**src/rx_serial_pkg.sv**
```systemverilog
// Shared constants and types for the asynchronous serial receive path
package rx_serial_pkg;

	// ----------------------------------------------------------------
	// Oversampling and bit timing
	// ----------------------------------------------------------------
	localparam int OVERSAMPLE = 16;
	localparam int TICK_W = 4;
	localparam logic [TICK_W-1:0] TICK_START = 4'h0;
	localparam logic [TICK_W-1:0] SAMPLE_FIRST = 4'h7;
	localparam logic [TICK_W-1:0] SAMPLE_MID = 4'h8;
	localparam logic [TICK_W-1:0] SAMPLE_LAST = 4'h9;

	// ----------------------------------------------------------------
	// Character layout
	// ----------------------------------------------------------------
	localparam int DATA_W = 8;
	localparam int CHAR_W = 9;
	localparam int BITCNT_W = 4;
	localparam logic [BITCNT_W-1:0] BITCNT_ZERO = 4'h0;
	localparam logic [BITCNT_W-1:0] LAST_BIT_8 = 4'h7;
	localparam logic [BITCNT_W-1:0] LAST_BIT_9 = 4'h8;
	localparam logic LINE_IDLE = 1'b1;

	// ----------------------------------------------------------------
	// Receive FIFO entry: framing error, ninth bit, eight data bits
	// ----------------------------------------------------------------
	localparam int FIFO_DEPTH = 2;
	localparam int ENTRY_W = 10;
	localparam int ENTRY_NINTH = 8;
	localparam int ENTRY_FRAMING_ERROR_STATUS = 9;

	typedef enum logic [1:0] {
		ST_IDLE,
		ST_START,
		ST_DATA,
		ST_STOP
	} rx_state_t;

endpackage

```
**src/async_serial_receiver.sv**
```systemverilog
// Asynchronous serial receive path with oversampled start/data/stop recovery
//
// Contract
// Oversample line at sixteen times baud rate
// Assembled character moves into two-entry FIFO
// Receive only with enables set, sync clear
// Falling edge, half bit, confirm start low
// High start centre: abandon silently, rewatch
// Full bit steps, majority vote, shift in
// Stop sample low sets framing error
// After stop push character, set pending
// Data read returns and removes oldest entry
// Pending equals enabled and FIFO not empty
// Interrupt needs all three enables set
// Framing status shows oldest entry's bit
// Port disable clears framing; receive disable not
// Framing error neither stops reception nor interrupts
// Third character into full FIFO sets overrun
// During overrun keep stored, accept nothing new
// Overrun clears only by receive/port disable
// Nine-bit mode; ninth field from oldest entry
// Address mode keeps only ninth-bit-set characters
// Software drops address mode before next stop
// Software reads status before data register
// Port disable holds the port in reset
// Nine-bit without address mode keeps all
// Majority from three samples around centre
`timescale 1ns/1ps
`default_nettype none

module async_serial_receiver (
	input wire logic i_ref_clk, // 40 MHz peripheral clock
	input wire logic i_sys_rst, // Async reset, active high
	input wire logic i_clk_en, // Freezes all state when low
	input wire logic i_baud_tick16, // One-cycle pulse at 16x baud
	input wire logic i_receive_line_pin, // Serial receive pin, async
	input wire logic i_port_enable_bit, // Serial port enable
	input wire logic i_receive_enable_bit, // Continuous receive enable
	input wire logic i_sync_select_bit, // Synchronous mode select
	input wire logic i_nine_bit_receive_select, // Nine-bit characters
	input wire logic i_address_detect_enable, // Keep only address chars
	input wire logic i_receive_interrupt_enable, // Receive interrupt enable
	input wire logic i_peripheral_interrupt_enable, // Peripheral group enable
	input wire logic i_global_interrupt_enable, // Global enable
	input wire logic i_data_read, // One-cycle read of data register
	output logic [rx_serial_pkg::DATA_W-1:0] o_receive_data_register, // Oldest data
	output logic o_ninth_bit_field, // Ninth bit of oldest entry
	output logic o_framing_error_status, // Framing bit of oldest entry
	output logic o_overrun_error_status, // Overrun flag
	output logic o_receive_pending_flag, // Unread character present
	output logic o_receive_interrupt // Gated receive interrupt
);
	import rx_serial_pkg::*;

	// ----------------------------------------------------------------
	// Declarations
	// ----------------------------------------------------------------
	localparam int CNT_W = $clog2(FIFO_DEPTH+1);

	logic line_meta;
	logic line_sync;
	logic line_prev;
	rx_state_t state;
	rx_state_t next_state;
	logic [TICK_W-1:0] tick_cnt;
	logic [1:0] early_samples;
	logic [BITCNT_W-1:0] bit_cnt;
	logic [CHAR_W-1:0] receive_shift_register;
	logic overrun_flag;
	wire rx_active;
	wire step;
	wire falling_edge;
	wire decide;
	wire majority;
	wire [BITCNT_W-1:0] last_bit;
	wire [DATA_W-1:0] char_data;
	wire char_ninth;
	wire stop_done;
	wire char_wanted;
	wire [ENTRY_W-1:0] new_entry;
	wire push_valid;
	wire fifo_ready;
	wire fifo_valid;
	wire [ENTRY_W-1:0] fifo_head;
	wire [CNT_W-1:0] fifo_count;
	wire pop_req;
	wire next_pending;

	// ----------------------------------------------------------------
	// Pin synchroniser
	// ----------------------------------------------------------------
	// Two flops before any logic; idle level keeps reset from faking an edge
	always_ff @(posedge i_ref_clk or posedge i_sys_rst) begin
		if (i_sys_rst) begin
			line_meta <= LINE_IDLE;
			line_sync <= LINE_IDLE;
		end else if (i_clk_en) begin
			line_meta <= i_receive_line_pin;
			line_sync <= line_meta;
		end
	end

	// ----------------------------------------------------------------
	// Decode
	// ----------------------------------------------------------------
	// Receiver runs only when port and receiver are on in async mode
	assign rx_active = i_port_enable_bit & i_receive_enable_bit & ~i_sync_select_bit;
	assign step = i_clk_en & i_baud_tick16 & rx_active;
	assign falling_edge = step & line_prev & ~line_sync;
	assign decide = step & (tick_cnt == SAMPLE_LAST);
	// Three samples at ticks 7, 8, 9 of each bit: tolerates one glitch
	assign majority = (early_samples[1] & early_samples[0]) |
		(early_samples[1] & line_sync) | (early_samples[0] & line_sync);
	assign last_bit = i_nine_bit_receive_select ? LAST_BIT_9 : LAST_BIT_8;
	// Eight-bit characters end one position high in the shifter
	assign char_data = i_nine_bit_receive_select ?
		receive_shift_register[DATA_W-1:0] : receive_shift_register[CHAR_W-1:1];
	assign char_ninth = i_nine_bit_receive_select & receive_shift_register[CHAR_W-1];
	assign stop_done = decide & (state == ST_STOP);
	// Address mode only matters with nine-bit characters
	assign char_wanted = ~(i_nine_bit_receive_select & i_address_detect_enable) |
		char_ninth;
	assign new_entry = {~majority, char_ninth, char_data};
	assign push_valid = stop_done & char_wanted & ~overrun_flag;
	assign pop_req = i_clk_en & i_data_read;
	assign next_pending = i_port_enable_bit & i_receive_enable_bit & fifo_valid;

	// ----------------------------------------------------------------
	// Receive FIFO
	// ----------------------------------------------------------------
	// Flushed while the port is off, which also drops framing status
	rx_char_fifo #(
		.WIDTH(ENTRY_W),
		.DEPTH(FIFO_DEPTH)
	) u_fifo (
		.i_ref_clk(i_ref_clk),
		.i_sys_rst(i_sys_rst),
		.i_clk_en(i_clk_en),
		.i_clear(~i_port_enable_bit),
		.i_in_valid(push_valid),
		.o_in_ready(fifo_ready),
		.i_in_data(new_entry),
		.o_out_valid(fifo_valid),
		.i_out_ready(pop_req),
		.o_out_data(fifo_head),
		.o_count(fifo_count)
	);

	// ----------------------------------------------------------------
	// Character state machine
	// ----------------------------------------------------------------
	// A failed start check or a disable returns to edge watching
	always_comb begin
		next_state = state;
		case (state)
			ST_IDLE: begin
				if (falling_edge) begin
					next_state = ST_START;
				end
			end
			ST_START: begin
				if (decide) begin
					next_state = majority ? ST_IDLE : ST_DATA;
				end
			end
			ST_DATA: begin
				if (decide && bit_cnt == last_bit) begin
					next_state = ST_STOP;
				end
			end
			ST_STOP: begin
				if (decide) begin
					next_state = ST_IDLE;
				end
			end
			default: next_state = ST_IDLE;
		endcase
		if (!rx_active) begin
			next_state = ST_IDLE;
		end
	end

	// State, line history and oversample tick counter
	always_ff @(posedge i_ref_clk or posedge i_sys_rst) begin
		if (i_sys_rst) begin
			state <= ST_IDLE;
			line_prev <= LINE_IDLE;
			tick_cnt <= TICK_START;
		end else if (i_clk_en) begin
			state <= next_state;
			if (!rx_active) begin
				line_prev <= LINE_IDLE;
			end else if (step) begin
				line_prev <= line_sync;
			end
			// Counter wraps every 16 ticks, one bit period per lap
			if (falling_edge && state == ST_IDLE) begin
				tick_cnt <= TICK_START;
			end else if (step) begin
				tick_cnt <= tick_cnt + 1'b1;
			end
		end
	end

	// Sample capture, bit count and shift register
	always_ff @(posedge i_ref_clk or posedge i_sys_rst) begin
		if (i_sys_rst) begin
			early_samples <= '0;
			bit_cnt <= BITCNT_ZERO;
			receive_shift_register <= '0;
		end else if (i_clk_en) begin
			if (step && (tick_cnt == SAMPLE_FIRST || tick_cnt == SAMPLE_MID)) begin
				early_samples <= {early_samples[0], line_sync};
			end
			if (state == ST_START) begin
				bit_cnt <= BITCNT_ZERO;
			end else if (decide && state == ST_DATA) begin
				bit_cnt <= bit_cnt + 1'b1;
				receive_shift_register <= {majority,
					receive_shift_register[CHAR_W-1:1]};
			end
		end
	end

	// ----------------------------------------------------------------
	// Overrun
	// ----------------------------------------------------------------
	// Only software disabling clears it; while set nothing is stored
	always_ff @(posedge i_ref_clk or posedge i_sys_rst) begin
		if (i_sys_rst) begin
			overrun_flag <= 1'b0;
		end else if (i_clk_en) begin
			if (!i_receive_enable_bit || !i_port_enable_bit) begin
				overrun_flag <= 1'b0;
			end else if (push_valid && !fifo_ready) begin
				overrun_flag <= 1'b1;
			end
		end
	end

	// ----------------------------------------------------------------
	// Registered outputs
	// ----------------------------------------------------------------
	// Status reflects the oldest entry; one cycle behind the FIFO
	always_ff @(posedge i_ref_clk or posedge i_sys_rst) begin
		if (i_sys_rst) begin
			o_receive_data_register <= '0;
			o_ninth_bit_field <= 1'b0;
			o_framing_error_status <= 1'b0;
			o_overrun_error_status <= 1'b0;
			o_receive_pending_flag <= 1'b0;
			o_receive_interrupt <= 1'b0;
		end else if (i_clk_en) begin
			o_receive_data_register <= fifo_valid ? fifo_head[DATA_W-1:0] : '0;
			o_ninth_bit_field <= fifo_valid & fifo_head[ENTRY_NINTH];
			o_framing_error_status <= fifo_valid & fifo_head[ENTRY_FRAMING_ERROR_STATUS];
			o_overrun_error_status <= overrun_flag;
			o_receive_pending_flag <= next_pending;
			// Framing errors never reach this gate directly
			o_receive_interrupt <= next_pending & i_receive_interrupt_enable &
				i_peripheral_interrupt_enable & i_global_interrupt_enable;
		end
	end
endmodule // async_serial_receiver

`default_nettype wire

```
**src/rx_char_fifo.sv**
```systemverilog
// Parameterised character FIFO with valid/ready on both sides
`timescale 1ns/1ps
`default_nettype none

module rx_char_fifo #(
	parameter int WIDTH = 10,
	parameter int DEPTH = 2
) (
	input wire logic i_ref_clk, // Peripheral clock
	input wire logic i_sys_rst, // Async reset, active high
	input wire logic i_clk_en, // Freezes all state when low
	input wire logic i_clear, // Synchronous flush
	input wire logic i_in_valid, // Write side offers an entry
	output logic o_in_ready, // Room for one more entry
	input wire logic [WIDTH-1:0] i_in_data, // Entry to store
	output logic o_out_valid, // Oldest entry present
	input wire logic i_out_ready, // Reader takes the oldest entry
	output logic [WIDTH-1:0] o_out_data, // Oldest entry
	output logic [$clog2(DEPTH+1)-1:0] o_count // Entries held
);
	localparam int PW = (DEPTH > 1) ? $clog2(DEPTH) : 1;
	localparam int CW = $clog2(DEPTH+1);

	logic [WIDTH-1:0] mem [DEPTH];
	logic [PW-1:0] wr_ptr;
	logic [PW-1:0] rd_ptr;
	logic [CW-1:0] count;
	wire push;
	wire pop;
	wire [PW-1:0] next_wr_ptr;
	wire [PW-1:0] next_rd_ptr;

	// Handshakes and pointer wrap; full/empty come from the count alone
	assign o_in_ready = (count != CW'(DEPTH));
	assign o_out_valid = (count != '0);
	assign push = i_in_valid & o_in_ready;
	assign pop = o_out_valid & i_out_ready;
	assign next_wr_ptr = (wr_ptr == PW'(DEPTH-1)) ? '0 : wr_ptr + 1'b1;
	assign next_rd_ptr = (rd_ptr == PW'(DEPTH-1)) ? '0 : rd_ptr + 1'b1;
	assign o_out_data = mem[rd_ptr];
	assign o_count = count;

	// Storage has no reset; count guards every read of it
	always_ff @(posedge i_ref_clk) begin
		if (i_clk_en && push && !i_clear) begin
			mem[wr_ptr] <= i_in_data;
		end
	end

	// Pointers and occupancy
	always_ff @(posedge i_ref_clk or posedge i_sys_rst) begin
		if (i_sys_rst) begin
			wr_ptr <= '0;
			rd_ptr <= '0;
			count <= '0;
		end else if (i_clk_en) begin
			if (i_clear) begin
				wr_ptr <= '0;
				rd_ptr <= '0;
				count <= '0;
			end else begin
				if (push) begin
					wr_ptr <= next_wr_ptr;
				end
				if (pop) begin
					rd_ptr <= next_rd_ptr;
				end
				case ({push, pop})
					2'b10: count <= count + 1'b1;
					2'b01: count <= count - 1'b1;
					default: count <= count;
				endcase
			end
		end
	end

endmodule // rx_char_fifo

`default_nettype wire

```
**config.mk**
```make
export PLATFORM = sky130hd
export DESIGN_NAME = async_serial_receiver
export DESIGN_NICKNAME = d
export VERILOG_FILES = /design/src/rx_serial_pkg.sv /design/src/async_serial_receiver.sv /design/src/rx_char_fifo.sv
export SDC_FILE = /design/constraint.sdc
export NUM_CORES = 1
export LEC_CHECK = 0
export ABC_CLOCK_PERIOD_IN_PS = 3800
export BUFFER_PORTS_ARGS = -buffer_cell sky130_fd_sc_hd__buf_2
export CAP_MARGIN = 20
export CORE_MARGIN = 1
export CORE_UTILIZATION = 40
export DETAILED_ROUTE_END_ITERATION = 6
export PLACE_DENSITY = 0.62
export SKIP_LAST_GASP = 1
export SLEW_MARGIN = 20
export SYNTH_ARGS = -nofsm -noshare
export SYNTH_HDL_FRONTEND = slang
export SYNTH_SLANG_ARGS = --single-unit
```
**constraint.sdc**
```tcl
create_clock -name i_ref_clk -period 3.8 [get_ports i_ref_clk]
set_input_delay 0.38 -clock i_ref_clk [delete_from_list [all_inputs] [get_ports i_ref_clk]]
set_output_delay 0.38 -clock i_ref_clk [all_outputs]
set_load 0.01 [all_outputs]
```
==> impl_metrics.toml, run 1 <==
[sta]
layout_min_cycle_time_ps = 2430
holdWs_ps = 171
finalHoldViolCount = 0
slew_headroom_pct = 41.4
setup_ws_ps = 1370
finalSetupViolCount = 0
maxSlewViolCount = 0
max_freq_mhz = 411
rsz0062_at_grt = "no"
final.period_utilization_pct = 64.0
skew_ps = 9.95
worst_slew_pin_slew_ps = 872
tns_ps = 0

[yosys]
ys_top_cells_by_area = "dfrtp_1 (34%), edfxtp_1 (21%), mux2_2 (5.9%)"
synth-seq-cells = 62
syn_area_um2 = 2850
syn-num-nets = 241
synth_top_flop_cell = "dfrtp_1"
yosysWarningCount = 0
synth.distinct_cells = 49
synth_async_sr_flop_share_pct = 67.7
syn_area_per_cell_um2 = 12.8
synth-edff-count = 20
synth_top_cell_area_share_pct = 34.2
syn_inst = 223
synth_top_cell_by_area = "dfrtp_1"
ys_seq_area_share_pct = 58.1

[die]
fp.coreArea_um2 = 6830
dieArea_um2 = 7470
die-width_um = 86.4
dieHeight_um = 86.4
start_util_pct = 41.7
rows = 30
io_pins = 27

[setup_path]
slowest_stage = "nor2_1"
critPathBufInv = 1
criticalPathCategory = "register to register"
cp_cell_sequence = "inv_1 > ha_1 > nand3b_4 > or3_4 > nor2_4 > nand2_1 > nor2_1"
critPathCaptureType = "register"
reg2reg_slack_ps = 1370
r2r_cells = 7
cp-start-kind = "register"
cp_top_family = "simple AND/OR/NAND/NOR gates"
rr_startpoint = "tick_cnt[1]"
path_max_fanout = 10
arrival_ps = 2380
required_ps = 3750
reg2reg_to = "u_fifo.mem[0][4]"
max_stage_delay_ps = 630
crit_start = "tick_cnt[1]"

[power]
power_mw = 1.56
pwr-share-comb_pct = 8.9
irDropWorstVdd_mv = 0.286
power.share.switching_pct = 22.9
p_int_mw = 1.21
switchingPower_mw = 0.358
seqPwrFrac_pct = 47.5
power_frac_clock_pct = 43.6
power.leakage_nw = 1.42
powerDensity_nw_per_um2 = 474

[grt]
first_global_vias = 1834
grt_max_degree = 43
grt_first_pass_wirelength_um = 8670
antenna_found_initial = 0
grt-ovfl-total = 0
grt_usage_pct = 15.3

[cts]
cts.path.max_buffers = 2
cts_setup_buffers = 0
cts_buffers = 9
insertion_delay_ps = 330
ctsResizeCount = 0
cts_hold_buf = 0
root_buffer = "clkbuf_8"
path_clk_slew_ps = 70
cts_tree = "yes"
h-tree-depth = 3
clock-sinks = 62

[worst_hold_path]
hold_path.class = "primary input to async pin"

[placed_design]
port_buffers = 26
place.gp.congestion = 0.875
place_hpwl_um = 3350
placed_cell_area_um2 = 3070
pre_cts_slack_ps = 1200
place_inst = 338

[detailed_routing]
firstDrtPassIters = 4
ant_nets = 0
drc = 0
routed_wl_um = 4920
detail_route.vias_per_cell = 5.00
via_count = 1770
wl_per_cell_um = 13.9
drt-initial-drc-count = 83

[final_layout]
n_fill_cell = 637
fin_nets = 271
fin_util_pct = 48.4
final_cells = 354
drive_gt1_share_pct = 27.9
num_antenna_cells = 0
syn2layout_area_growth_pct = 15.9
final_cell_area_um2 = 3300
layout_commonest_cell = "dfrtp_1"
multi_input_area_um2 = 1100
regArea_um2 = 1660
layout_common_cells = "dfrtp_1 (39), buf_2 (26), nand2_1 (21), edfxtp_1 (20), mux2_2 (15)"

[status]
status = "complete, no violations"

[job]
maxCapViolations = 0
[registers in the layout (all words and copies together) (netlist names), 2 cells and up]
| register | cells |
|---|---|
| o_receive_data_register | 8 |
| tick_cnt | 4 |
| u_fifo.o_count | 2 |
| bit_cnt | 4 |
| early_samples | 2 |
| state | 2 |
| receive_shift_register | 9 |
| u_fifo.mem | 20 |
[layout make-up]
| type | instances | share of cell area, % |
|---|---|---|
| Sequential cell | 62 | 50.1 |
| Multi-Input combinational cell | 141 | 33.4 |
| Timing Repair Buffer | 28 | 4.39 |
| Clock buffer | 10 | 3.86 |
| Tap cell | 96 | 3.64 |
| Clock inverter | 6 | 3.33 |
| Inverter | 11 | 1.25 |
[how the worst max path moves through the flow]
stage | end | slack [ps] | cells past startpoint
2_1_floorplan | u_fifo.mem[0][0] | 1630 | 7
3_3_place_gp | u_fifo.mem[0][1] | 1250 | 6
3_5_place_dp | u_fifo.mem[0][1] | 1200 | 6
4_1_cts | u_fifo.mem[0][2] | 1330 | 7
5_1_grt | u_fifo.mem[0][4] | 1180 | 7
6_report | u_fifo.mem[0][4] | 1370 | 7
[cells in the mapped netlist (2+ instances only)]
library cell,number
dfstp_2,3
nand3_1,10
buf_4,2
mux2_2,15
nand3b_4,2
clkbuf_1,4
edfxtp_1,20
a21oi_1,6
o211ai_1,2
inv_1,11
xor2_1,2
dfrtp_1,39
o21ai_0,8
nand4_1,3
mux2_1,7
and3_1,2
o41ai_1,2
ha_1,4
o2bb2ai_1,11
nand2_1,21
nor3_1,2
nor2_1,9
mux2i_1,12
[per-layer routing]
layer / global-route usage [%] / up-vias / share of wire, %
met3: 4.00 / 5 / 3.0
met4: 5.91 / 0 / 0.98
met2: 24.5 / 20 / 48
met5: 0 / - / 0
met1: 19.8 / 867 / 48
li1: - / 878 / -
[logic make-up after synthesis]
logic type | Yosys count | share of synthesized area (%)
flops | 62 | 58.1
simple gates | 61 | 12.7
compound gates | 38 | 10.1
mux | 34 | 12.9
buf+inv | 20 | 3.20
fa+ha+maj | 5 | 2.11
xor+xnor | 3 | 0.922
[worst min-delay path: cells and delay by family]
kind	cells	cell delay [ps]
buffers and inverters	3	560
[power groups by stage]
stage	registers, mW	logic, mW	clock network, mW
finish	0.744	0.139	0.682
global route	0.748	0.158	0.734
floorplan	0.741	0.118	0
global placement	0.755	0.135	0
detailed placement	0.757	0.139	0
CTS	0.743	0.140	0.701
No activity file was read; power rests on OpenSTA's default activity.
==> run 2, diff against run 1 <==
Settings changed: ABC_AREA set to 1, ABC_CLOCK_PERIOD_IN_PS 3800 to 2500.
Clock period 3.8 ns to 2.5 ns, I/O delays scaled along.
==> run 2 against run 1 <==
Compared with the run above:
- combinational power is 140% higher
- power is 55% higher
- clock power is 28% higher
- critical endpoint is now bit_cnt[3]
- largest cell class unchanged
==> impl_metrics.toml, run 2 <==
[detailed_routing]
top_layer = "met4"
wl_met3_um = 153
wl_per_cell_um = 11.6
routed_wl_um = 4950
wl_met1_um = 2320
firstDrtPassIters = 4
drt-initial-drc-count = 69
ant_nets = 0
detail_route.vias_per_cell = 4.66
wl_met2_um = 2380
drc = 0
via_count = 1993

[setup_path]
critPathCaptureType = "register"
arrival_ps = 1990
required_ps = 2720
cp-start-kind = "register"
criticalPathCategory = "register to register"
path_max_fanout = 20

[final_layout]
top_regs = "u_fifo.mem: 20 flops, receive_shift_register: 9 flops, o_receive_data_register: 8 flops"
top_register = "u_fifo.mem"
regArea_um2 = 1660
n_fill_cell = 651
num_antenna_cells = 0
multi_input_area_um2 = 967
syn2layout_area_growth_pct = 15.0
largest_reg_flops = 20
drive_gt1_share_pct = 17.8
fin_nets = 345
layout_common_cells = "nand2_1 (61), dfrtp_1 (39), nor2_1 (34), inv_1 (33), o21ai_0 (31)"
layout_commonest_cell = "nand2_1"

[cts]
cts_setup_buffers = 0
root_buffer = "clkbuf_8"
cts_tree = "yes"
ctsResizeCount = 0
cts.path.max_buffers = 2
clock-sinks = 62
path_clk_slew_ps = 70
cts_hold_buf = 0
insertion_delay_ps = 350
h-tree-depth = 3
cts_buffers = 9

[sta]
rsz0062_at_grt = "no"
maxSlewViolCount = 0
worst_slew_pin_slew_ps = 580
setup_ws_ps = 734
layout_min_cycle_time_ps = 1770
slew_headroom_pct = 60.9
finalHoldViolCount = 0
final.period_utilization_pct = 70.6
finalSetupViolCount = 0
tns_ps = 0
max_freq_mhz = 566
skew_ps = 11.0

[yosys]
yosysWarningCount = 0
synth_commonest_cells = "nand2_1 (61), dfrtp_1 (39), inv_1 (34), nor2_1 (34), o21ai_0 (31)"
synth-seq-cells = 62
syn_area_per_cell_um2 = 9.50
ys_top_cells_by_area = "dfrtp_1 (35%), edfxtp_1 (21%), nand2_1 (8.1%)"
syn_inst = 296
syn_area_um2 = 2810
synth_top_cell_area_share_pct = 34.7
synth_top_cell_by_area = "dfrtp_1"
synth-edff-count = 20
syn-num-nets = 314
synth_async_sr_flop_share_pct = 67.7
yosysMostFrequentCell = "nand2_1"
ys_seq_area_share_pct = 58.9
synth_top_flop_cell = "dfrtp_1"
synth.distinct_cells = 32

[die]
dieHeight_um = 85.8
dieArea_um2 = 7370
rows = 30
die-width_um = 85.8
io_pins = 27
start_util_pct = 41.4
fp.coreArea_um2 = 6790

[power]
seqPwrFrac_pct = 50.3
p_int_mw = 1.73
switchingPower_mw = 0.692
pwr-share-comb_pct = 13.6
power.share.switching_pct = 28.6
powerDensity_nw_per_um2 = 749
power.leakage_nw = 1.46
power_frac_clock_pct = 36.1
irDropWorstVdd_mv = 0.276

[worst_hold_path]
hold_path.class = "primary input to async pin"

[job]
maxCapViolations = 0

[grt]
first_global_vias = 1817
grt_first_pass_wirelength_um = 8390
grt_max_degree = 43
grt-ovfl-total = 0
grt_usage_pct = 15.3
antenna_found_initial = 0

[placed_design]
place.gp.congestion = 0.776
port_buffers = 26
place_hpwl_um = 3440
pre_cts_slack_ps = 734

[status]
status = "complete, no violations"
-- run 2: changes by cell type after synthesis, sizes merged, moves of 3 or more --
cell | previous run | this run
o2bb2ai | 11 | 0
nor4 | 3 | 0
nor2 | 10 | 37
nand2 | 22 | 65
mux2 | 22 | 0
inv | 11 | 35
o31ai | 1 | 10
nand3 | 10 | 18
o21ai | 8 | 33
mux2i | 12 | 0
-- run 2: final cells by class --
cell class	count	area share, %
clock buffer	9	3.83
sequential	62	51.2
inverter	36	4.18
multi-input combinational	188	29.9
tap	96	3.71
clock inverter	7	2.24
timing repair buffer	30	4.95
-- run 2: routing by layer --
| metal | track usage (%) | vias up |
|---|---|---|
| met3 | 5.20 | 8 |
| met2 | 23.4 | 32 |
| met1 | 19.0 | 915 |
| met4 | 8.48 | 0 |
| li1 | - | 1038 |
| met5 | 0 | - |
-- run 2: kinds of logic (layout without fill, tap and decap cells) --
kind of cell / Yosys count / after routing / synth area share [%]
compound gates: 54 / 54 / 11.1
xor+xnor: 4 / 4 / 1.25
fa+ha+maj: 4 / 4 / 1.78
buf+inv: 46 / 82 / 6.72
flops: 62 / 62 / 58.9
simple gates: 126 / 126 / 20.2
-- run 2: through the flow --
step	util, %	cell area (um^2)	power [mW]	std cells	hold slack (ps)
3_5_place_dp	44.7	3040	1.57	412	411
3_3_place_gp	44.7	3040	1.56	412	412
6_report	47.6	3230	2.42	428	21.1
4_1_cts	47.6	3230	2.45	428	32.1
2_1_floorplan	-	2810	1.46	296	345
5_1_grt	47.6	3230	2.56	428	75.2
-- run 2: worst paths after layout --
check                           slack, ps          startpoint  depth (start not counted)            to
min in group i_ref_clk                110  i_receive_line_pin                          3     line_meta
worst max register to register        730         tick_cnt[1]                          8    bit_cnt[3]
max in group asynchronous            2110           i_sys_rst                          3     line_sync
worst min-delay path                   20           i_sys_rst                          3  overrun_flag
worst min register to register        470           line_meta                          2     line_meta
worst max-delay path                  730         tick_cnt[1]                          8    bit_cnt[3]
-- run 2: power groups by stage --
stage / clock (mW) / combinational (mW) / sequential [mW]
detailed placement: 0 / 0.335 / 1.24
CTS: 0.900 / 0.335 / 1.22
global route: 0.942 / 0.382 / 1.24
finish: 0.873 / 0.329 / 1.22
floorplan: 0 / 0.222 / 1.24
global placement: 0 / 0.329 / 1.24
-- run 2: critical path, stage by stage (launching register included) --
cell     delay [ps]
dfrtp_1         390
inv_1           100
ha_1            160
nand3_1         190
nor2_8          200
nand2_2         240
nor2_4          160
xor2_1          160
a21oi_1          50
==> run 3, diff against run 2 <==
Settings changed: ABC_CLOCK_PERIOD_IN_PS 2500 to 1400, PLACE_DENSITY 0.62 to 0.64.
Clock period 2.5 ns to 1.4 ns, I/O delays scaled along.
==> run 3 against run 2 <==
Compared with the run above:
- the flow now finishes with violations (setup timing)
- die area unchanged
- count of clock-buffer cells in the layout increased by 1
- register-to-register slack got worse by 790 ps
- clock power increased by 73%
- critical path type unchanged
- critical endpoint is now receive_shift_register[0]
- largest cell class unchanged
- highest routed layer unchanged
==> impl_metrics.toml, run 3 (synthesis results as in run 2) <==
[final_layout]
fin_nets = 373
layout_commonest_cell = "nand2_1"
regArea_um2 = 1660
largest_reg_flops = 20
n_fill_cell = 608
num_antenna_cells = 0
syn2layout_area_growth_pct = 27.2
multi_input_area_um2 = 1040
layout_common_cells = "nand2_1 (60), dfrtp_1 (39), inv_1 (32), nor2_1 (31), buf_2 (26)"
top_regs = "u_fifo.mem: 20 flops, receive_shift_register: 9 flops, o_receive_data_register: 8 flops"
drive_gt1_share_pct = 26.4
final_cells = 456
top_register = "u_fifo.mem"

[setup_path]
criticalPathCategory = "register to register"
r2r_cells = 8
slowest_stage = "dfrtp_1"
cp-start-kind = "register"
path_max_fanout = 9
max_stage_delay_ps = 390
crit_start = "tick_cnt[1]"
required_ps = 1650
arrival_ps = 1710
critPathCaptureType = "register"
rr_startpoint = "tick_cnt[1]"
reg2reg_to = "receive_shift_register[0]"
cp_cell_sequence = "inv_2 > ha_4 > nand3_4 > nor2_8 > buf_4 > nand2_4 > clkbuf_16 > o21ai_0"
reg2reg_slack_ps = -60

[detailed_routing]
via_count = 2116
drt-initial-drc-count = 71
ant_nets = 0
drc = 0
detail_route.vias_per_cell = 4.64
routed_wl_um = 5420
firstDrtPassIters = 4
wl_per_cell_um = 11.9

[sta]
tns_ps = -1240
skew_ps = 7.23
final.period_utilization_pct = 104
slew_headroom_pct = 79.9
worst_slew_pin_slew_ps = 299
max_freq_mhz = 685
setup_ws_ps = -58.9
maxSlewViolCount = 0
rsz0062_at_grt = "yes"
finalHoldViolCount = 0
finalSetupViolCount = 31
layout_min_cycle_time_ps = 1460

[die]
fp.coreArea_um2 = 6790
io_pins = 27
dieHeight_um = 85.8
start_util_pct = 41.4
dieArea_um2 = 7370
die-width_um = 85.8
rows = 30

[power]
p_int_mw = 3.21
power_frac_clock_pct = 33.7
power.share.switching_pct = 28.4
power.leakage_nw = 1.65
power_mw = 4.48
seqPwrFrac_pct = 47.8
pwr-share-comb_pct = 18.4
irDropWorstVdd_mv = 0.501
powerDensity_nw_per_um2 = 1250
switchingPower_mw = 1.27

[job]
maxCapViolations = 0

[placed_design]
place_hpwl_um = 3720
place.gp.congestion = 0.740
place_inst = 433
port_buffers = 26

[grt]
grt_first_pass_wirelength_um = 9160
antenna_found_initial = 0
first_global_vias = 1996
grt-ovfl-total = 0
grt_max_degree = 43
grt_usage_pct = 16.7

[worst_hold_path]
whs_path_depth = 3
hold_path_end = "o_receive_interrupt"
hold_start = "i_receive_interrupt_enable"
hold_path.class = "primary input to register"

[status]
status = "finished, violations left"
violations = "setup timing"

[cts]
cts.path.max_buffers = 2
insertion_delay_ps = 340
clock-sinks = 62
path_clk_slew_ps = 70
root_buffer = "clkbuf_8"
cts_tree = "yes"
cts_buffers = 9
h-tree-depth = 3
run 3: cell types whose count changed in the layout (fill, tap and decap cells not counted), sizes merged:
cell	before	now
dlygate4sd3	0	2
inv	36	35
clkbuf	9	11
clkinvlp	1	3
clkinv	5	3
buf	30	55
run 3: area by class of cell:
cell class	count	share of cell area, %
sequential	62	46.3
multi-input combinational	188	29.0
timing repair buffer	58	12.1
inverter	36	3.88
clock buffer	10	3.57
tap	96	3.36
clock inverter	6	1.75
run 3: power groups by stage:
stage	Clock (mW)	Sequential, mW	Combinational [mW]
floorplan	0	2.22	0.426
global route	1.65	2.17	0.926
finish	1.51	2.14	0.826
detailed placement	0	2.18	0.805
CTS	1.55	2.14	0.821
global placement	0	2.17	0.789
run 3: metal layers:
layer | vias up | global-route usage, % | part of all wire [%]
li1 | 1093 | - | -
met1 | 991 | 20.2 | 45
met2 | 23 | 27.3 | 51
met3 | 9 | 4.33 | 2.2
met4 | 0 | 9.09 | 1.8
met5 | - | 0 | 0
run 3: critical path: cells and delay by family, from the launching register on:
family	cells	cell delay [ps]
buffers and inverters	3	400
flip-flops	1	390
AO/OA/AOI/OAI	1	160
AND/OR/NAND/NOR	3	300
adder cells (fa/ha/maj)	1	130
run 3: per-stage QoR:
step	utilization (%)	hold WS [ps]	cell area (um^2)	setup WS, ps
after floorplan	-	235	2860	-49.7
after global placement	48.1	214	3270	-70.8
after detailed placement	48.1	224	3270	-110
after CTS	51.8	49.8	3520	-99.8
after global routing	52.7	78.0	3580	-157
final	52.7	63.2	3580	-58.9
run 3: worst max-delay path by stage:
stage,end,slack [ps]
finish,receive_shift_register[0],-60
global route,u_fifo.mem[1][1],-160
CTS,u_fifo.mem[1][1],-100
detailed placement,u_fifo.mem[0][3],-110
global placement,u_fifo.mem[1][3],-70
floorplan,u_fifo.mem[1][0],-50
run 3: what timing repair did:
item	CTS	global route
gates resized for setup	1	14
setup buffers	3	1
pin swaps	3	3
gates cloned	0	1
hold buffers	2	0
endpoints found under the setup margin	21	50
endpoints found under the hold margin	40	0
